**src/inc/serial_port_pkg.sv**
```systemverilog
// Constants, register map and mode codes for the enhanced serial port.
// Assumes a 40 MHz system clock and a 32-bit APB register bus.
// What this block does
// - Two mode bits pick shift, 10-bit async, 11-bit fixed-rate or 11-bit async.
// - Mode 0 moves data on the receive line and drives shift clock out while shifting, idle high.
// - Mode 0 frames are eight data bits, LSB first, no framing bits.
// - Mode 0 shift clock is system clock /12, or /4 when rate bit set.
// - Buffer write starts mode 0 send next clock; shift right on falling edges.
// - After eight bits, mode 0 send ends and sets transmit-done next clock.
// - Mode 0 receive starts when receive enabled and receive-done is clear.
// - Mode 0 latches receive line on shift clock rising edge, shifting right.
// - After eight bits receive-done sets; no new reception until it is cleared.
// - Mode 1 frame: start 0, eight data LSB first, stop 1 into ninth flag.
// - Mode 1 bit rate is timer overflow rate divided by sixteen.
// - Async send starts after next divide-by-16 rollover following the write.
// - Mode 1 sends start, data, stop; transmit-done sets as stop goes out.
// - Async receive needs enable; sample at 16x; falling edge resets counter.
// - Each bit is the majority of samples at counter states seven to nine.
// - A start bit sampled high aborts reception and resumes edge hunting.
// - Mode 1 frame stored only if done clear and multiproc bit clear or stop high.
// - Mode 2 frame: start, eight data, programmable ninth, stop; stop not stored.
// - Mode 2 bit rate is system clock over 32 or 64 by rate doubler.
// - Mode 2 buffer write copies transmit ninth bit into shift register.
// - Mode 2 sends start, nine bits, stop; done at eleventh rollover.
// - Mode 2 frame stored only if done clear and multiproc clear or addressed.
// - Rate doubler zero selects divide by 64, one selects divide by 32.
// - Given address compares only bit positions where the mask holds one.
// - Mode 3 uses the 11-bit frame with timer-overflow bit rate.
package serial_port_pkg;
  localparam logic [7:0] ctrl_addr = 8'h00;
  localparam logic [7:0] buf_addr = 8'h04;
  localparam logic [7:0] pwr_addr = 8'h08;
  localparam logic [7:0] slv_addr_addr = 8'h0C;
  localparam logic [7:0] smask_addr = 8'h10;
  localparam logic [7:0] stat_addr = 8'h14;
  localparam int bit_rdone = 0;
  localparam int bit_tdone = 1;
  localparam int bit_rx9 = 2;
  localparam int bit_tx9 = 3;
  localparam int bit_ren = 4;
  localparam int bit_mp = 5;
  localparam int bit_msl = 6;
  localparam int bit_msh = 7;
  localparam int bit_dbl = 7;
  localparam logic [7:0] ctrl_reset = 8'h00;
  localparam logic [7:0] pwr_reset = 8'h00;
  localparam logic [7:0] addr_reset = 8'h00;
  localparam logic [3:0] sh_div_slow = 4'hB;
  localparam logic [3:0] sh_div_fast = 4'h3;
  localparam logic [5:0] m2_div_slow = 6'h03;
  localparam logic [5:0] m2_div_fast = 6'h01;
  localparam logic [3:0] smp_a = 4'h7;
  localparam logic [3:0] smp_b = 4'h8;
  localparam logic [3:0] smp_c = 4'h9;
  localparam logic [3:0] smp_last = 4'hF;
  localparam logic [3:0] sh_half_slow = 4'h5;
  localparam logic [3:0] sh_half_fast = 4'h1;
  localparam logic [3:0] m0_last = 4'h7;
  localparam logic [3:0] m0_end = 4'h8;
  localparam logic [3:0] frm_last_short = 4'h9;
  localparam logic [3:0] frm_last_long = 4'hA;
  typedef enum logic [1:0] {mode_shift, mode_async8, mode_fixed9, mode_async9} mode_e;
endpackage : serial_port_pkg

```
**src/core/serial_port.sv**
```systemverilog
// Enhanced serial port: APB registers, synchronous shift mode and async modes.
// Assumes inputs synchronous to clock and a one-cycle timer overflow pulse.
`timescale 1ns/1ps
`default_nettype none
module serial_port (
  input wire logic clock,
  input wire logic rst_b,
  input wire logic psel,
  input wire logic penable,
  input wire logic pwrite,
  input wire logic [7:0] paddr,
  input wire logic [31:0] pwdata,
  output logic [31:0] prdata,
  output logic pready,
  output logic pslverr,
  input wire logic timer_overflow,
  input wire logic rxd_in,
  output logic rxd_out,
  output logic rxd_oe,
  output logic txd
);
  import serial_port_pkg::*;

  logic [7:0] ctrl_r, pwr_r, slv_addr_r, smask_r, buf_r;
  logic [1:0] mode;
  logic wr_en, rd_en, wr_ctrl, wr_buf;
  assign mode = {ctrl_r[bit_msh], ctrl_r[bit_msl]};
  assign wr_en = psel && penable && pwrite;
  assign rd_en = psel && penable && !pwrite;
  assign wr_ctrl = wr_en && paddr == ctrl_addr;
  assign wr_buf = wr_en && paddr == buf_addr;

  function automatic logic majority(input logic [2:0] s);
    majority = (s[0] & s[1]) | (s[0] & s[2]) | (s[1] & s[2]);
  endfunction : majority

  // Index of the stop bit of a 10-bit or an 11-bit frame.
  function automatic logic [3:0] frame_last(input logic long_frame);
    if (long_frame) begin
      frame_last = frm_last_long;
    end else begin
      frame_last = frm_last_short;
    end
  endfunction : frame_last

  function automatic logic [5:0] tick_top(input logic dbl);
    if (dbl) begin
      tick_top = m2_div_fast;
    end else begin
      tick_top = m2_div_slow;
    end
  endfunction : tick_top

  // Baud tick at 16x bit rate for async modes.
  logic [5:0] pre_r;
  logic tick16;
  always_ff @(posedge clock or negedge rst_b) begin
    if (!rst_b) begin
      pre_r <= 6'h00;
    end else if (pre_r == tick_top(pwr_r[bit_dbl])) begin
      pre_r <= 6'h00;
    end else begin
      pre_r <= pre_r + 6'h01;
    end
  end
  // Timer modes divide the overflow by 16; the fixed mode divides system clock by 64 or 32 overall.
  assign tick16 = mode[0] ? timer_overflow
                : (pre_r == tick_top(pwr_r[bit_dbl]));

  // Transmit side.
  logic [3:0] tdiv_r;
  logic [8:0] tsh_r;
  logic [3:0] tcnt_r;
  logic tpend_r, tact_r, tdone_set;
  always_ff @(posedge clock or negedge rst_b) begin
    if (!rst_b) begin
      tdiv_r <= 4'h0;
    end else if (tick16) begin
      tdiv_r <= tdiv_r + 4'h1;
    end
  end

  // Shift clock for mode 0.
  logic [3:0] sdiv_r;
  logic sclk_r, sfall, srise, sh_busy;
  always_ff @(posedge clock or negedge rst_b) begin
    if (!rst_b) begin
      sdiv_r <= 4'h0;
      sclk_r <= 1'b1;
    end else if (!sh_busy) begin
      sdiv_r <= 4'h0;
      sclk_r <= 1'b1;
    end else if (sdiv_r[2:0] == 3'h0 && sdiv_r == 4'h0) begin
      if (ctrl_r[bit_mp]) begin
        sdiv_r <= sh_half_fast;
      end else begin
        sdiv_r <= sh_half_slow;
      end
      sclk_r <= ~sclk_r;
    end else begin
      sdiv_r <= sdiv_r - 4'h1;
    end
  end
  // Half periods of 2 or 6 clocks give /4 or /12.
  assign sfall = sh_busy && sdiv_r == 4'h0 && sclk_r;
  assign srise = sh_busy && sdiv_r == 4'h0 && !sclk_r;

  logic rbusy0_r;
  assign sh_busy = (mode == 2'b00) && (tact_r || rbusy0_r);

  always_ff @(posedge clock or negedge rst_b) begin
    if (!rst_b) begin
      tsh_r <= 9'h000;
      tcnt_r <= 4'h0;
      tpend_r <= 1'b0;
      tact_r <= 1'b0;
      tdone_set <= 1'b0;
    end else begin
      tdone_set <= 1'b0;
      if (wr_buf && !tact_r) begin
        tsh_r <= {ctrl_r[bit_tx9], pwdata[7:0]};
        tcnt_r <= 4'h0;
        if (mode == 2'b00) begin
          tact_r <= 1'b1;
        end else begin
          tpend_r <= 1'b1;
        end
      end else if (mode == 2'b00) begin
        tpend_r <= 1'b0;
        // The first falling edge only opens bit 0, so the far side samples it on the first rise.
        // The ninth falling edge closes the frame and is never shown on the line.
        if (tact_r && sfall) begin
          if (tcnt_r != 4'h0) begin
            tsh_r <= {1'b0, tsh_r[8:1]};
          end
          tcnt_r <= tcnt_r + 4'h1;
          if (tcnt_r == m0_end) begin
            tact_r <= 1'b0;
            tdone_set <= 1'b1;
          end
        end
      end else if (tpend_r && tick16 && tdiv_r == smp_last) begin
        tpend_r <= 1'b0;
        tact_r <= 1'b1;
        tcnt_r <= 4'h0;
      end else if (tact_r && tick16 && tdiv_r == smp_last) begin
        tcnt_r <= tcnt_r + 4'h1;
        if (tcnt_r != 4'h0) begin
          tsh_r <= {1'b1, tsh_r[8:1]};
        end
        if (tcnt_r == frame_last(mode[1]) - 4'h1) begin
          tdone_set <= 1'b1;
        end
        if (tcnt_r == frame_last(mode[1])) begin
          tact_r <= 1'b0;
        end
      end
    end
  end

  // Line levels: start, data, stop; idle high outside a frame.
  logic last_bit;
  assign last_bit = tcnt_r == frame_last(mode[1]);
  always_ff @(posedge clock or negedge rst_b) begin
    if (!rst_b) begin
      txd <= 1'b1;
    end else if (mode == 2'b00) begin
      txd <= sh_busy ? sclk_r : 1'b1;
    end else if (!tact_r) begin
      txd <= 1'b1;
    end else if (tcnt_r == 4'h0) begin
      txd <= 1'b0;
    end else if (last_bit) begin
      txd <= 1'b1;
    end else begin
      txd <= tsh_r[0];
    end
  end
  always_ff @(posedge clock or negedge rst_b) begin
    if (!rst_b) begin
      rxd_out <= 1'b1;
    end else begin
      rxd_out <= tsh_r[0];
    end
  end
  always_ff @(posedge clock or negedge rst_b) begin
    if (!rst_b) begin
      rxd_oe <= 1'b0;
    end else begin
      rxd_oe <= (mode == 2'b00) && tact_r;
    end
  end

  // Receive side.
  logic [3:0] rdiv_r, rcnt_r;
  logic [8:0] rsh_r;
  logic [2:0] smp_r;
  logic rhunt_prev_r, ract_r, rdone_set, rx9_val;
  logic [7:0] rdata_val;
  logic given_match;
  logic bit_val;
  assign given_match = ((rsh_r[7:0] ^ slv_addr_r) & smask_r) == 8'h00;
  assign bit_val = majority({rxd_in, smp_r[1:0]});

  always_ff @(posedge clock or negedge rst_b) begin
    if (!rst_b) begin
      rdiv_r <= 4'h0;
      rcnt_r <= 4'h0;
      rsh_r <= 9'h000;
      smp_r <= 3'h0;
      rhunt_prev_r <= 1'b1;
      ract_r <= 1'b0;
      rbusy0_r <= 1'b0;
      rdone_set <= 1'b0;
      rx9_val <= 1'b0;
      rdata_val <= 8'h00;
    end else begin
      rdone_set <= 1'b0;
      if (mode == 2'b00) begin
        ract_r <= 1'b0;
        // The done flag lands one clock after the set pulse, so the pulse itself also blocks a restart.
        if (!rbusy0_r && !tact_r && ctrl_r[bit_ren] && !ctrl_r[bit_rdone] && !rdone_set) begin
          rbusy0_r <= 1'b1;
          rcnt_r <= 4'h0;
        end else if (rbusy0_r && srise) begin
          rsh_r <= {1'b0, rxd_in, rsh_r[7:1]};
          rcnt_r <= rcnt_r + 4'h1;
          if (rcnt_r == m0_last) begin
            rbusy0_r <= 1'b0;
            rdone_set <= 1'b1;
            rdata_val <= {rxd_in, rsh_r[7:1]};
            rx9_val <= ctrl_r[bit_rx9];
          end
        end
      end else if (!ctrl_r[bit_ren]) begin
        ract_r <= 1'b0;
        rbusy0_r <= 1'b0;
      end else if (tick16) begin
        rbusy0_r <= 1'b0;
        rhunt_prev_r <= rxd_in;
        if (!ract_r) begin
          if (rhunt_prev_r && !rxd_in) begin
            ract_r <= 1'b1;
            rdiv_r <= 4'h0;
            rcnt_r <= 4'h0;
          end
        end else begin
          rdiv_r <= rdiv_r + 4'h1;
          if (rdiv_r == smp_a) begin
            smp_r[0] <= rxd_in;
          end
          if (rdiv_r == smp_b) begin
            smp_r[1] <= rxd_in;
          end
          if (rdiv_r == smp_c) begin
            smp_r[2] <= rxd_in;
            if (rcnt_r == 4'h0 && bit_val) begin
              ract_r <= 1'b0;
            end else if (rcnt_r == frame_last(mode[1])) begin
              ract_r <= 1'b0;
              if (!ctrl_r[bit_rdone]) begin
                if (mode[1]) begin
                  if (!ctrl_r[bit_mp] || (rsh_r[8] && given_match)) begin
                    rdone_set <= 1'b1;
                    rdata_val <= rsh_r[7:0];
                    rx9_val <= rsh_r[8];
                  end
                end else if (!ctrl_r[bit_mp] || bit_val) begin
                  rdone_set <= 1'b1;
                  rdata_val <= rsh_r[8:1];
                  rx9_val <= bit_val;
                end
              end
            end else begin
              rsh_r <= {bit_val, rsh_r[8:1]};
            end
            if (rcnt_r != frame_last(mode[1])) begin
              rcnt_r <= rcnt_r + 4'h1;
            end
          end
        end
      end
    end
  end

  // Registers; hardware set of a done flag wins over a software clear.
  always_ff @(posedge clock or negedge rst_b) begin
    if (!rst_b) begin
      ctrl_r <= ctrl_reset;
    end else begin
      if (wr_ctrl) begin
        ctrl_r <= pwdata[7:0];
      end
      if (tdone_set) begin
        ctrl_r[bit_tdone] <= 1'b1;
      end
      if (rdone_set) begin
        ctrl_r[bit_rdone] <= 1'b1;
        ctrl_r[bit_rx9] <= rx9_val;
      end
    end
  end
  always_ff @(posedge clock or negedge rst_b) begin
    if (!rst_b) begin
      buf_r <= 8'h00;
    end else if (rdone_set) begin
      buf_r <= rdata_val;
    end
  end
  always_ff @(posedge clock or negedge rst_b) begin
    if (!rst_b) begin
      pwr_r <= pwr_reset;
    end else if (wr_en && paddr == pwr_addr) begin
      pwr_r <= pwdata[7:0];
    end
  end
  always_ff @(posedge clock or negedge rst_b) begin
    if (!rst_b) begin
      slv_addr_r <= addr_reset;
    end else if (wr_en && paddr == slv_addr_addr) begin
      slv_addr_r <= pwdata[7:0];
    end
  end
  // A cleared mask makes every address match, so selective reception is off after reset.
  always_ff @(posedge clock or negedge rst_b) begin
    if (!rst_b) begin
      smask_r <= addr_reset;
    end else if (wr_en && paddr == smask_addr) begin
      smask_r <= pwdata[7:0];
    end
  end

  logic mapped;
  assign mapped = paddr == ctrl_addr || paddr == buf_addr || paddr == pwr_addr
               || paddr == slv_addr_addr || paddr == smask_addr || paddr == stat_addr;
  always_ff @(posedge clock or negedge rst_b) begin
    if (!rst_b) begin
      prdata <= 32'h0000_0000;
      pready <= 1'b0;
      pslverr <= 1'b0;
    end else begin
      pready <= psel && !pready;
      // Decided in the setup cycle, since penable is still low when pready is raised.
      pslverr <= psel && !pready && !mapped;
      prdata <= 32'h0000_0000;
      if (psel && !pwrite) begin
        case (paddr)
          ctrl_addr: begin
            prdata <= {24'h000000, ctrl_r};
          end
          buf_addr: begin
            prdata <= {24'h000000, buf_r};
          end
          pwr_addr: begin
            prdata <= {24'h000000, pwr_r};
          end
          slv_addr_addr: begin
            prdata <= {24'h000000, slv_addr_r};
          end
          smask_addr: begin
            prdata <= {24'h000000, smask_r};
          end
          stat_addr: begin
            prdata <= {29'h0, tpend_r, tact_r, ract_r | rbusy0_r};
          end
          default: begin
            prdata <= 32'h0000_0000;
          end
        endcase
      end
    end
  end
  logic unused_rd;
  assign unused_rd = rd_en;
endmodule : serial_port
`default_nettype wire

```
**config.mk**
```make
export PLATFORM = sky130hd
export DESIGN_NAME = serial_port
export DESIGN_NICKNAME = d
export VERILOG_FILES = /design/src/inc/serial_port_pkg.sv /design/src/core/serial_port.sv
export SDC_FILE = /design/constraint.sdc
export NUM_CORES = 1
export LEC_CHECK = 0
export BUFFER_PORTS_ARGS = -buffer_cell sky130_fd_sc_hd__buf_4
export CAP_MARGIN = 20
export CORE_ASPECT_RATIO = 2
export CORE_MARGIN = 1.5
export CORE_UTILIZATION = 35
export CTS_CLUSTER_DIAMETER = 50
export CTS_CLUSTER_SIZE = 25
export DETAILED_ROUTE_END_ITERATION = 7
export PLACE_DENSITY_LB_ADDON = 0.2
export SLEW_MARGIN = 20
export SYNTH_ARGS = -nofsm -noshare
export SYNTH_HDL_FRONTEND = slang
export SYNTH_SLANG_ARGS = --single-unit
```
**constraint.sdc**
```tcl
create_clock -name clock -period 2.28 [get_ports clock]
set_input_delay 0.228 -clock clock [delete_from_list [all_inputs] [get_ports clock]]
set_output_delay 0.228 -clock clock [all_outputs]
set_load 0.02 [all_outputs]
```
# [Yosys cells after proc, flatten, opt, wreduce, memory -nomap -nowiden]
# Cells that the tools add are included.
[word_totals] mem_bits_ro=0 inputBits=47 ram_bits=0 output_inout_bits=37 regBits=140 elab_cells=311 latch_bits=0 mem_count=0
[classes] n_addsub=7 n_reduce_logical=84 div=0 bitwise_logic=10 muxes=141 n_mul=0 eq_ne=36 magnitude_cmp=0 n_shift=0
[ops] operator="9-bit two-way mux" count=16
[ops] operator="4-bit two-way mux" count=32
[ops] operator="8-bit two-way mux" count=15
[ops] operator="1-bit two-way mux" count=72
[ops] operator="8-bit one-hot mux with 6 select lines" count=1
[ops] operator="1-bit logical AND" count=30
[ops] operator="3-bit nonzero test" count=7
[ops] operator="5-bit AND reduction" count=4
[ops] operator="3-bit by 1-bit != test with 1-bit output (second input constant)" count=6
[ops] operator="4-bit by 1-bit adder with 4-bit output (second input constant)" count=4
[ops] operator="4-bit == test" count=4
[ops] operator="4-bit == test (second input constant)" count=4
[ops] operator="8-bit by 4-bit == test with 1-bit output (second input constant)" count=2
[ops] operator="8-bit by 5-bit == test with 1-bit output (second input constant)" count=2
[ops] operator="8-bit zero test" count=2
[ops] operator="2-bit nonzero test" count=8
[ops] operator="4-bit zero test" count=3
[ops] operator="12-bit AND reduction" count=1
[ops] operator="1-bit zero test" count=10
[ops] operator="2-bit by 1-bit != test with 1-bit output (second input constant)" count=5
[ops] operator="3-bit != test (second input constant)" count=3
[ops] operator="8-bit bitwise AND" count=1
[ops] operator="4-bit by 3-bit == test with 1-bit output (second input constant)" count=2
[ops] operator="8-bit by 3-bit == test with 1-bit output (second input constant)" count=1
[ops] operator="22 further kinds" count=43

# [Depth between registers and ports, before layout]
# Gate-level depths: netlist (run 1).
[depth] depth_word=18 ltp_mapped=9 depth_no_buf=8

# [Worst setup path after synthesis (run 1)]
# No wires, ideal clock.
[synth_timing] path_type="reg-to-reg" start="register pre_r[2]" end="register smp_r[0]" n_path_buf=1 t_required_ps=2155 t_arrival_ps=2259 setup_ps=125 setup_slack_ps=-104 synth_period_minus_slack_ps=2384 stages_incl_launch_ff=8 cell_sequence="dfrtp_1 or3b_4 o41ai_1 and2_1 buf_2 nand2_1 nor3_1 mux2_2"
[synth_via] elab_chain_cells=3
[synth_lines] item="start: declaration" line="serial_port.sv:55" rtl="logic [5:0] pre_r;"
[synth_lines] item="start signal: assignment" line="serial_port.sv:63" rtl="pre_r <= pre_r + 6'h01;"
[synth_lines] item="6-bit == test" line="serial_port.sv:68" rtl=": (pre_r == tick_top(pwr_r[bit_dbl]));"
[synth_lines] item="1-bit two-way mux" line="serial_port.sv:67" rtl="assign tick16 = mode[0] ? timer_overflow"
[synth_lines] item="5-bit AND reduction (no line)"
[synth_lines] item="end signal: assignment" line="serial_port.sv:250" rtl="smp_r[0] <= rxd_in;"
[synth_lines] item="end: declaration" line="serial_port.sv:197" rtl="logic [2:0] smp_r;"
# No other way between the ends.
# A chain may end at the register's enable or synchronous reset.

# [Worst setup path in the final report (run 1)]
[layout_timing] start="register pwr_r[7]" end="register rsh_r[4]"
[layout_via] elab_chain_cells=5
[layout_lines] item="start: declaration" line="serial_port.sv:24" rtl="logic [7:0] ctrl_r, pwr_r, slv_addr_r, smask_r, buf_r;"
[layout_lines] item="start signal: assignment" line="serial_port.sv:312" rtl="pwr_r <= pwr_reset;"
[layout_lines] item="start signal: assignment" line="serial_port.sv:314" rtl="pwr_r <= pwdata[7:0];"
[layout_lines] item="2-bit two-way mux" line="serial_port.sv:47" rtl="if (dbl) begin"
[layout_lines] item="6-bit == test" line="serial_port.sv:68"
[layout_lines] item="1-bit two-way mux" line="serial_port.sv:67"
[layout_lines] item="2-bit nonzero test (no line)"
[layout_lines] item="8-bit AND reduction (no line)"
[layout_lines] item="end signal: assignment" line="serial_port.sv:226" rtl="rsh_r <= {1'b0, rxd_in, rsh_r[7:1]};"
[layout_lines] item="end signal: assignment" line="serial_port.sv:275" rtl="rsh_r <= {bit_val, rsh_r[8:1]};"
[layout_lines] item="end: declaration" line="serial_port.sv:196" rtl="logic [8:0] rsh_r;"
# No other way between the ends.

==> metrics.cfg, run 1 <==
[sta]
tightest_slew_ns = 0.639
relSlewSlack_pct = 57.3
max_freq_mhz = 457
finalSetupViolations = 0
hold_viol = 0
fin_skew_ns = 0.0103
holdWs_ns = 0.0991
fin_crit_ns = 2.19
rsz0062_at_grt = false
period_share_pct = 95.9
fin_ws_ns = 0.0936
slew_viol_final = 0

[drt]
via_per_inst = 5.10
drt_first_pass_iters = 4
ant_nets = 0
drtIter0Drc = 219
remaining_drc_errors = 0
wirelength_um = 15000
avgRoutedWirePerCell_um = 18.3
dr_total_vias = 4188

[place]
port_buffers = 35
hpwlAfterDp_um = 11100
place_congestion = 0.825
place_ws_ns = -0.0834

[cts]
ctsHtreeMaxLevel = 4
cts_buffers = 17
clockBufferDepth = 2
clock_latency_ns = 0.42
cts_tree = yes
clk_pin_slew_worst_paths_ns = 0.05
clock-root-buffer = clkbuf_16
clkSinkCount = 116

[critical_path]
cp_max_fo = 9
endpoint_kind = register
arrival_ns = 2.48
crit_path_start_kind = register
required_ns = 2.58
worstRegToRegCells = 8
critical_path_class = reg2reg
r2r_start = pwr_r[7]
cp-startpoint = pwr_r[7]

[yosys]
syn_area_sq_um = 5860
synth_cell_types = 57
synth_top_flop_cell = dfrtp_1
synth-edff-count = 0
yosys-top-cells-area = dfrtp_1 (48%), mux2_2 (12%), mux2i_1 (3.2%)
yosys.area.top_type = dfrtp_1
synthCells = 522
async_flop_share_pct = 100
synth.yosys.seq_area_share_pct = 49.6
yosys-top-cells-count = dfrtp_1 (112), mux2_2 (64), nand2_1 (42)
synth_seq_cells = 116
yosysWarningCount = 0
yosysTopAreaCellShare_pct = 47.9
syn_area_per_cell_sq_um = 11.2
synth_most_common_cell = dfrtp_1

[grt]
grt_pass1_wl_um = 23500
grt_max_degree = 39
grtUsageTotal_pct = 18.4
grt.overflow.total = 0
antenna_found_initial = 0
grt_pass1_vias = 4349

[worst_hold_path]
worstHoldPathType = in2reg
min_from = rxd_in
hold_depth = 3

[power_and_ir_drop]
pwr-share-clk_pct = 44.4
power_frac_comb_pct = 16.3
ir_drop_uv = 764
power_density_nw_per_um2 = 899
p_leak_nw = 3.50
swShare_pct = 26.3
p_sw_mw = 1.72
p_int_mw = 4.82
seqPwrFrac_pct = 39.2

[layout]
regArea_sq_um = 2910
multi_input_area_sq_um = 2810
nets = 662
diodes = 0
drive_gt1_share_pct = 31.8
num-fill-cells = 1551
syn_to_final_growth_pct = 24.3

[floorplan]
io_pins = 84
num_rows = 66
dieArea_sq_um = 17600
coreArea_sq_um = 16400
die_h_um = 186
start_util_pct = 35.8
die_x_um = 94.5

[flow_run]
maxCapViolCount = 0

[outcome]
outcome = completed

[worst paths after layout]
check | endpoint | slack [ns]
hold / removal | rhunt_prev_r | 0.1
hold reg to reg | pready | 0.44
max in group asynchronous | txd | 1.27
setup / recovery | rsh_r[4] | 0.09
setup reg to reg | rsh_r[4] | 0.09
min in group asynchronous | rsh_r[4] | 0.32
[layer usage]
| layer | wire length, um | GRT usage [%] |
|---|---|---|
| met4 | 676 | 10.6 |
| met5 | 0 | 0 |
| met1 | 5450 | 18.3 |
| met3 | 395 | 3.55 |
| met2 | 8510 | 34.6 |
[power by group through the flow]
stage / Sequential, mW / Combinational [mW] / Clock [mW]
after CTS: 2.57 / 1.07 / 2.96
final: 2.57 / 1.07 / 2.91
after global placement: 2.59 / 1.02 / 0
after floorplan: 2.54 / 0.726 / 0
after global routing: 2.61 / 1.19 / 3.06
after detailed placement: 2.60 / 1.06 / 0
[logic make-up after synthesis]
logic type / Yosys count / synth area share, %
and+or+nand+nor: 149 / 13.1
DFF: 116 / 49.6
AOI/OAI and AO/OA: 87 / 10.3
muxes: 85 / 16.3
buffers and inverters: 50 / 4.85
xor gates and xnor gates: 22 / 3.29
adders and majority gates: 12 / 2.52
other: 1 / 0.0640
[final cells by class]
class	count	share of cell area (%)
flip-flops and latches	116	39.9
multi-input cells	380	38.6
repair buffers	78	8.59
clock buffers	23	6.43
well taps	204	3.51
clock inverters	9	2.41
inverters	11	0.567
[critical path, cell delays in order (launching register included)]
cell and delay, ns:
dfrtp_1 0.42, xnor2_1 0.19, buf_4 0.16, o41ai_4 0.28
buf_4 0.20, nand2b_4 0.07, o31ai_4 0.26, buf_12 0.17
mux2_2 0.33
[flip-flops by register name (all words and copies together) (netlist names), 6 cells and up]
signal,flops
rsh_r,9
tsh_r,9
buf_r,8
ctrl_r,8
prdata,8
pwr_r,8
rdata_val,8
slv_addr_r,8
smask_r,8
pre_r,6
[layout by cell type (no fill, tap or decap), types with 6 or more instances in the layout]
cell type  instances
clkbuf_16         17
buf_4             74
nand2b_1          10
a21oi_1           26
xor2_1            13
nand2_1           42
o21ai_0           22
xnor2_1            9
nor2_1            34
nand4_1            6
nor3_1            11
nor2b_1            8
ha_1              11
mux2i_1           19
a22oi_1           11
nand3_1           11
conb_1            24
inv_1             11
mux2_2            64
dfrtp_1          112
[what timing repair did]
| item | CTS | global route |
|---|---|---|
| hold buffers | 1 | 0 |
| endpoints found under the hold margin | 29 | 0 |
| setup endpoints to repair | 14 | 27 |
| gates resized for setup | 5 | 5 |
| pin swaps | 1 | 1 |
| buffers inserted | 2 | 0 |
| gates cloned | 1 | 0 |
[metrics by stage]
stage / setup TNS [ns] / utilization, % / instances / total power, mW / instance area [sq um]
2_1_floorplan: -0.104 / - / 545 / 3.26 / 5940
5_1_grt: 0 / 44.5 / 821 / 6.86 / 7280
3_3_place_gp: -0.531 / 40.1 / 785 / 3.60 / 6560
6_report: 0 / 44.5 / 821 / 6.55 / 7280
3_5_place_dp: -0.775 / 40.1 / 785 / 3.66 / 6560
4_1_cts: 0 / 44.4 / 821 / 6.60 / 7270
Note: power is estimated with default switching activity, not from simulation.
==> run 2: changes to the inputs <==
==> constraint.sdc (replaced) <==
create_clock -name clock -period 2.28 [get_ports clock]
set_input_delay 0.342 -clock clock [delete_from_list [all_inputs] [get_ports clock]]
set_output_delay 0.342 -clock clock [all_outputs]
set_load 0.02 [all_outputs]
==> run 2 against run 1 <==
Against the previous run:
- total power about the same
- design area about the same
- critical endpoint is now rsh_r[5]
- combinational power about the same
- via count up 1.6%
==> metrics.cfg, run 2 (synthesis results as in run 1) <==
[floorplan]
num_rows = 66  ; unchanged
die_h_um = 186  ; unchanged
die_x_um = 94.5  ; unchanged
start_util_pct = 35.8  ; unchanged
io_pins = 84  ; unchanged
dieArea_sq_um = 17600  ; unchanged
coreArea_sq_um = 16400  ; unchanged

[place]
port_buffers = 35  ; unchanged
place_area_sq_um = 6570  ; was 6560 sq um
hpwlAfterDp_um = 10900  ; was 11100 um
place_congestion = 0.853  ; was 0.825

[critical_path]
r2r_end = rsh_r[5]  ; was rsh_r[4]
cp-startpoint = pre_r[5]  ; was pwr_r[7]
crit_path_start_kind = register  ; unchanged
r2r_start = pre_r[5]  ; was pwr_r[7]
arrival_ns = 2.46  ; was 2.48 ns
cp_slowest_cell = dfrtp_1  ; unchanged
critical_path_class = reg2reg  ; unchanged
worstRegToRegCells = 7  ; was 8
cp_max_fo = 9  ; unchanged
reg2reg_slack_ns = 0.11  ; was 0.09 ns
crit_chain = or2_2, o41ai_4, buf_4, nand2b_4, o31ai_4, buf_12, mux2_2  ; was xnor2_1, buf_4, o41ai_4, buf_4, nand2b_4, o31ai_4, buf_12, mux2_2
endpoint_kind = register  ; unchanged
slowest_delay_ns = 0.37  ; was 0.42 ns
crit_end = rsh_r[5]  ; was rsh_r[4]
required_ns = 2.57  ; was 2.58 ns

[cts]
cts_buffers = 17  ; unchanged
clock_latency_ns = 0.41  ; was 0.42 ns
clock-root-buffer = clkbuf_16  ; unchanged
clkSinkCount = 116  ; unchanged
cts_tree = yes  ; unchanged
ctsHtreeMaxLevel = 4  ; unchanged
clk_pin_slew_worst_paths_ns = 0.06  ; was 0.05 ns
clockBufferDepth = 2  ; unchanged

[sta]
tightest_slew_ns = 0.601  ; was 0.639 ns
rsz0062_at_grt = false  ; unchanged
hold_viol = 0  ; unchanged
slew_viol_final = 0  ; unchanged
period_share_pct = 95.0  ; was 95.9%
relSlewSlack_pct = 59.9  ; was 57.3%
holdWs_ns = 0.222  ; was 0.0991 ns
max_freq_mhz = 462  ; was 457 MHz
fin_crit_ns = 2.17  ; was 2.19 ns
fin_tns_setup_ns = 0  ; unchanged
finalSetupViolations = 0  ; unchanged
fin_skew_ns = 0.0110  ; was 0.0103 ns

[drt]
dr_wl_met2_um = 8420  ; was 8510 um
highest_layer = met4  ; unchanged
met1_length_um = 5510  ; was 5450 um
wirelength_um = 14900  ; was 15000 um
ant_nets = 0  ; unchanged
via_per_inst = 5.18  ; was 5.10
drtIter0Drc = 139  ; was 219
drt_first_pass_iters = 4  ; unchanged
remaining_drc_errors = 0  ; unchanged
route.met3.wl_um = 325  ; was 395 um
dr_total_vias = 4254  ; was 4188
avgRoutedWirePerCell_um = 18.1  ; was 18.3 um

[layout]
final_common_cell = dfrtp_1  ; unchanged
reg_top3 = rsh_r: 9 flops, tsh_r: 9 flops  ; unchanged
drive_gt1_share_pct = 31.9  ; was 31.8%
syn_to_final_growth_pct = 24.2  ; was 24.3%
nets = 663  ; was 662
final_area_sq_um = 7280  ; about the same
diodes = 0  ; unchanged
mostFrequentLayoutCells = dfrtp_1 (112), buf_4 (75), mux2_2 (64)  ; was dfrtp_1 (112), buf_4 (74), mux2_2 (64)

[grt]
grt_max_degree = 45  ; was 39
grt.overflow.total = 0  ; unchanged
grtUsageTotal_pct = 18.3  ; was 18.4%
grt_pass1_wl_um = 23800  ; was 23500 um
antenna_found_initial = 0  ; unchanged
grt_pass1_vias = 4482  ; was 4349

[worst_hold_path]
worstHoldPathType = in2reg  ; unchanged

[power_and_ir_drop]
power_density_nw_per_um2 = 899  ; about the same
finalPower_mw = 6.54  ; was 6.55 mW
p_leak_nw = 3.50  ; about the same
ir_drop_uv = 552  ; was 764 uV

[outcome]
outcome = completed  ; unchanged

[flow_run]
maxCapViolCount = 0  ; unchanged

-- run 2: changes by cell type in the layout (fill, tap and decap cells not counted), moves of 2 or more --
cell      delta
clkinv_4     +4
clkbuf_1     -3
inv_6        +3
clkinv_2     -2
-- run 2: layout make-up --
type	instances	area, sq um
multi-input combinational	380	2800
clock buffer	19	443
fill	1520	9070
timing repair buffer	79	633
inverter	11	41.3
sequential	116	2910
tap	204	255
clock inverter	13	196
-- run 2: critical path, delay by kind of cell (launching register included) --
family	cells	cell delay [ns]
compound gates	2	0.57
buf+inv	2	0.36
flops	1	0.37
mux	1	0.33
simple gates	2	0.42
-- run 2: worst min-delay path by stage --
| stage | from | slack (ns) | endpoint | cells after the start |
|---|---|---|---|---|
| after CTS | psel | 0.22 | pready | 2 |
| after global placement | rst_b | 0.38 | smp_r[1] | 1 |
| after global routing | psel | 0.22 | pready | 2 |
| after floorplan | rst_b | 0.05 | buf_r[0] | 0 |
| after detailed placement | rst_b | 0.39 | smp_r[1] | 1 |
| final | psel | 0.22 | pready | 2 |
-- run 2: repair_timing --
action | 4_1_cts | 5_1_grt
endpoints found under the setup margin | 22 | 22
setup buffers | 0 | 1
pin swaps | 1 | 2
gates cloned | 1 | 0
resized for setup | 6 | 1
endpoints found under the hold margin | 40 | 0
hold buffers | 1 | 0
-- run 2: metal layers --
layer / track usage [%] / vias up
met2: 33.6 / 91
met5: 0 / -
li1: - / 1976
met3: 2.78 / 34
met4: 10.2 / 0
met1: 19.3 / 2153
-- run 2: metrics by stage --
step	util, %	std cells	worst slack [ns]
2_1_floorplan	-	545	-0.104
3_3_place_gp	40.2	787	-0.0952
3_5_place_dp	40.2	787	-0.103
4_1_cts	44.5	821	0.00617
5_1_grt	44.5	822	0.0254
6_report	44.5	822	0.114
-- run 2: report_power, final --
| part | leakage (nW) | total (mW) | switching, mW | internal, mW |
|---|---|---|---|---|
| combinational | 1.65 | 1.09 | 0.552 | 0.538 |
| sequential | 1.55 | 2.58 | 0.271 | 2.31 |
| clock | 0.305 | 2.88 | 1.00 | 1.88 |
| total | 3.50 | 6.54 | 1.82 | 4.72 |
==> run 3: changes to the inputs <==
RECOVER_POWER = 25   (was default)
==> run 3 against run 2 <==
Against the previous run:
- sequential share of layout area up 0.14 points
- cell count unchanged
- maximum frequency down 0.58%
- flip-flop and latch count unchanged
- critical path depth up 1
- die area unchanged
- clock skew about the same
- total power about the same
- clock power about the same
- routed wire length up 0.22%
- clock-buffer cell count unchanged
==> metrics.cfg, run 3 (synthesis results as in run 1) <==
[place]
hpwlAfterDp_um = 10900  ; unchanged
place_ws_ns = -0.103  ; unchanged
port_buffers = 35  ; unchanged
place_congestion = 0.853  ; unchanged
place_area_sq_um = 6570  ; unchanged

[drt]
remaining_drc_errors = 0  ; unchanged
avgRoutedWirePerCell_um = 18.1  ; about the same
drtIter0Drc = 153  ; was 139
via_per_inst = 5.19  ; was 5.18
drt_first_pass_iters = 4  ; unchanged
dr_total_vias = 4269  ; was 4254
ant_nets = 0  ; unchanged
wirelength_um = 14900  ; about the same

[sta]
holdWs_ns = 0.221  ; was 0.222 ns
finalSetupViolations = 0  ; unchanged
max_freq_mhz = 459  ; was 462 MHz
hold_viol = 0  ; unchanged
period_share_pct = 95.6  ; was 95.0%
relSlewSlack_pct = 24.6  ; was 59.9%
tightest_slew_ns = 1.13  ; was 0.601 ns
fin_skew_ns = 0.0107  ; was 0.0110 ns
fin_ws_ns = 0.101  ; was 0.114 ns
rsz0062_at_grt = false  ; unchanged
fin_crit_ns = 2.18  ; was 2.17 ns
slew_viol_final = 0  ; unchanged

[layout]
final_area_sq_um = 7250  ; was 7280 sq um
nets = 663  ; unchanged
final_common_cell = dfrtp_1  ; unchanged
mostFrequentLayoutCells = dfrtp_1 (112), buf_4 (71), mux2_2 (64)  ; was dfrtp_1 (112), buf_4 (75), mux2_2 (64)
diodes = 0  ; unchanged
syn_to_final_growth_pct = 23.8  ; was 24.2%
num-fill-cells = 1524  ; was 1520
drive_gt1_share_pct = 31.4  ; was 31.9%
reg_top3 = rsh_r: 9 flops, tsh_r: 9 flops  ; unchanged

[critical_path]
required_ns = 2.58  ; was 2.57 ns
crit_path_frequent_cell = buf_4
slowest_delay_ns = 0.43  ; was 0.37 ns
arrival_ns = 2.47  ; was 2.46 ns
endpoint_kind = register  ; unchanged
cp_max_fo = 9  ; unchanged
cp_slowest_cell = dfrtp_1  ; unchanged
crit_family = buffers and inverters  ; was compound AO/OA/AOI/OAI gates
crit_chain = xnor2_1, buf_4, o41ai_4, buf_4, nand2b_4, o31ai_4, buf_12, mux2_2  ; was or2_2, o41ai_4, buf_4, nand2b_4, o31ai_4, buf_12, mux2_2
crit_path_start_kind = register  ; unchanged
critPathBufInv = 3  ; was 2
critical_path_class = reg2reg  ; unchanged

[grt]
grt_pass1_wl_um = 23800  ; unchanged
grt_max_degree = 45  ; unchanged
antenna_found_initial = 0  ; unchanged
grtUsageMet1_pct = 19.3  ; unchanged
met3_usage_pct = 2.78  ; unchanged
grt-busiest-layer = met2  ; unchanged
grt_pass1_vias = 4482  ; unchanged
grt_util_met2_pct = 33.6  ; unchanged
grtUsageTotal_pct = 18.3  ; unchanged
grt.overflow.total = 0  ; unchanged

[power_and_ir_drop]
power_frac_comb_pct = 16.6  ; was 16.7%
p_sw_mw = 1.83  ; was 1.82 mW
seqPwrFrac_pct = 39.4  ; about the same
p_leak_nw = 3.49  ; was 3.50 nW
pwr-share-clk_pct = 44.0  ; about the same
power_density_nw_per_um2 = 902  ; was 899 nW/um^2
ir_drop_uv = 553  ; was 552 uV
p_int_mw = 4.72  ; about the same
swShare_pct = 27.9  ; about the same

[outcome]
outcome = completed  ; unchanged

[cts]
cts_buffers = 17  ; unchanged
clk_pin_slew_worst_paths_ns = 0.06  ; about the same
clock-root-buffer = clkbuf_16  ; unchanged
clock_latency_ns = 0.41  ; about the same
ctsHtreeMaxLevel = 4  ; unchanged
cts_tree = yes  ; unchanged
clockBufferDepth = 2  ; unchanged
clkSinkCount = 116  ; unchanged

[worst_hold_path]
worstHoldPathType = in2reg  ; unchanged

[floorplan]
start_util_pct = 35.8  ; unchanged
dieArea_sq_um = 17600  ; unchanged
num_rows = 66  ; unchanged
die_h_um = 186  ; unchanged
coreArea_sq_um = 16400  ; unchanged
io_pins = 84  ; unchanged
die_x_um = 94.5  ; unchanged

[flow_run]
maxCapViolCount = 0  ; unchanged

[run 3: cell type report]
type	instances	area [sq um]	area share (%)
multi-input combinational	380	2800	38.6
clock buffer	19	443	6.11
sequential	116	2910	40.1
inverter	11	41.3	0.569
clock inverter	13	196	2.71
timing repair buffer	79	607	8.37
tap	204	255	3.52
[run 3: routing by layer]
layer	up-vias	part of all wire (%)	wire length, um
met3	36	2.2	335
li1	1975	-	-
met5	-	0	0
met2	92	56	8400
met4	0	4.2	623
met1	2166	37	5530
[run 3: worst paths after layout]
kind,from,to,slack (ns),cells after the start
worst max-delay path,pwr_r[7],rsh_r[5],0.10,8
worst min-delay path,psel,pready,0.22,2
worst max register to register,pwr_r[7],rsh_r[5],0.10,8
worst min register to register,pready,pready,0.44,1
max in group asynchronous,rst_b,sclk_r,0.43,3
min in group asynchronous,rst_b,rdata_val[5],0.68,2
[run 3: power by group through the flow]
stage	sequential, mW	clock (mW)	combinational [mW]
floorplan	2.54	0	0.726
global placement	2.59	0	1.04
detailed placement	2.61	0	1.08
CTS	2.58	2.92	1.10
global route	2.61	3.04	1.20
finish	2.58	2.88	1.09
[run 3: what timing repair did]
action	CTS	global route
buffers inserted	0	1
hold buffers	1	0
gates resized for setup	6	1
gates cloned	1	0
pin swaps	1	2
endpoints found under the hold margin	40	0
endpoints found under the setup margin	22	22
[run 3: stage by stage]
step / total power [mW] / cells / setup TNS, ns / utilization [%]
6_report: 6.54 / 822 / 0 / 44.3
5_1_grt: 6.85 / 822 / 0 / 44.3
4_1_cts: 6.59 / 821 / 0 / 44.5
3_5_place_dp: 3.68 / 787 / -0.964 / 40.2
3_3_place_gp: 3.63 / 787 / -0.994 / 40.2
2_1_floorplan: 3.26 / 545 / -0.104 / -
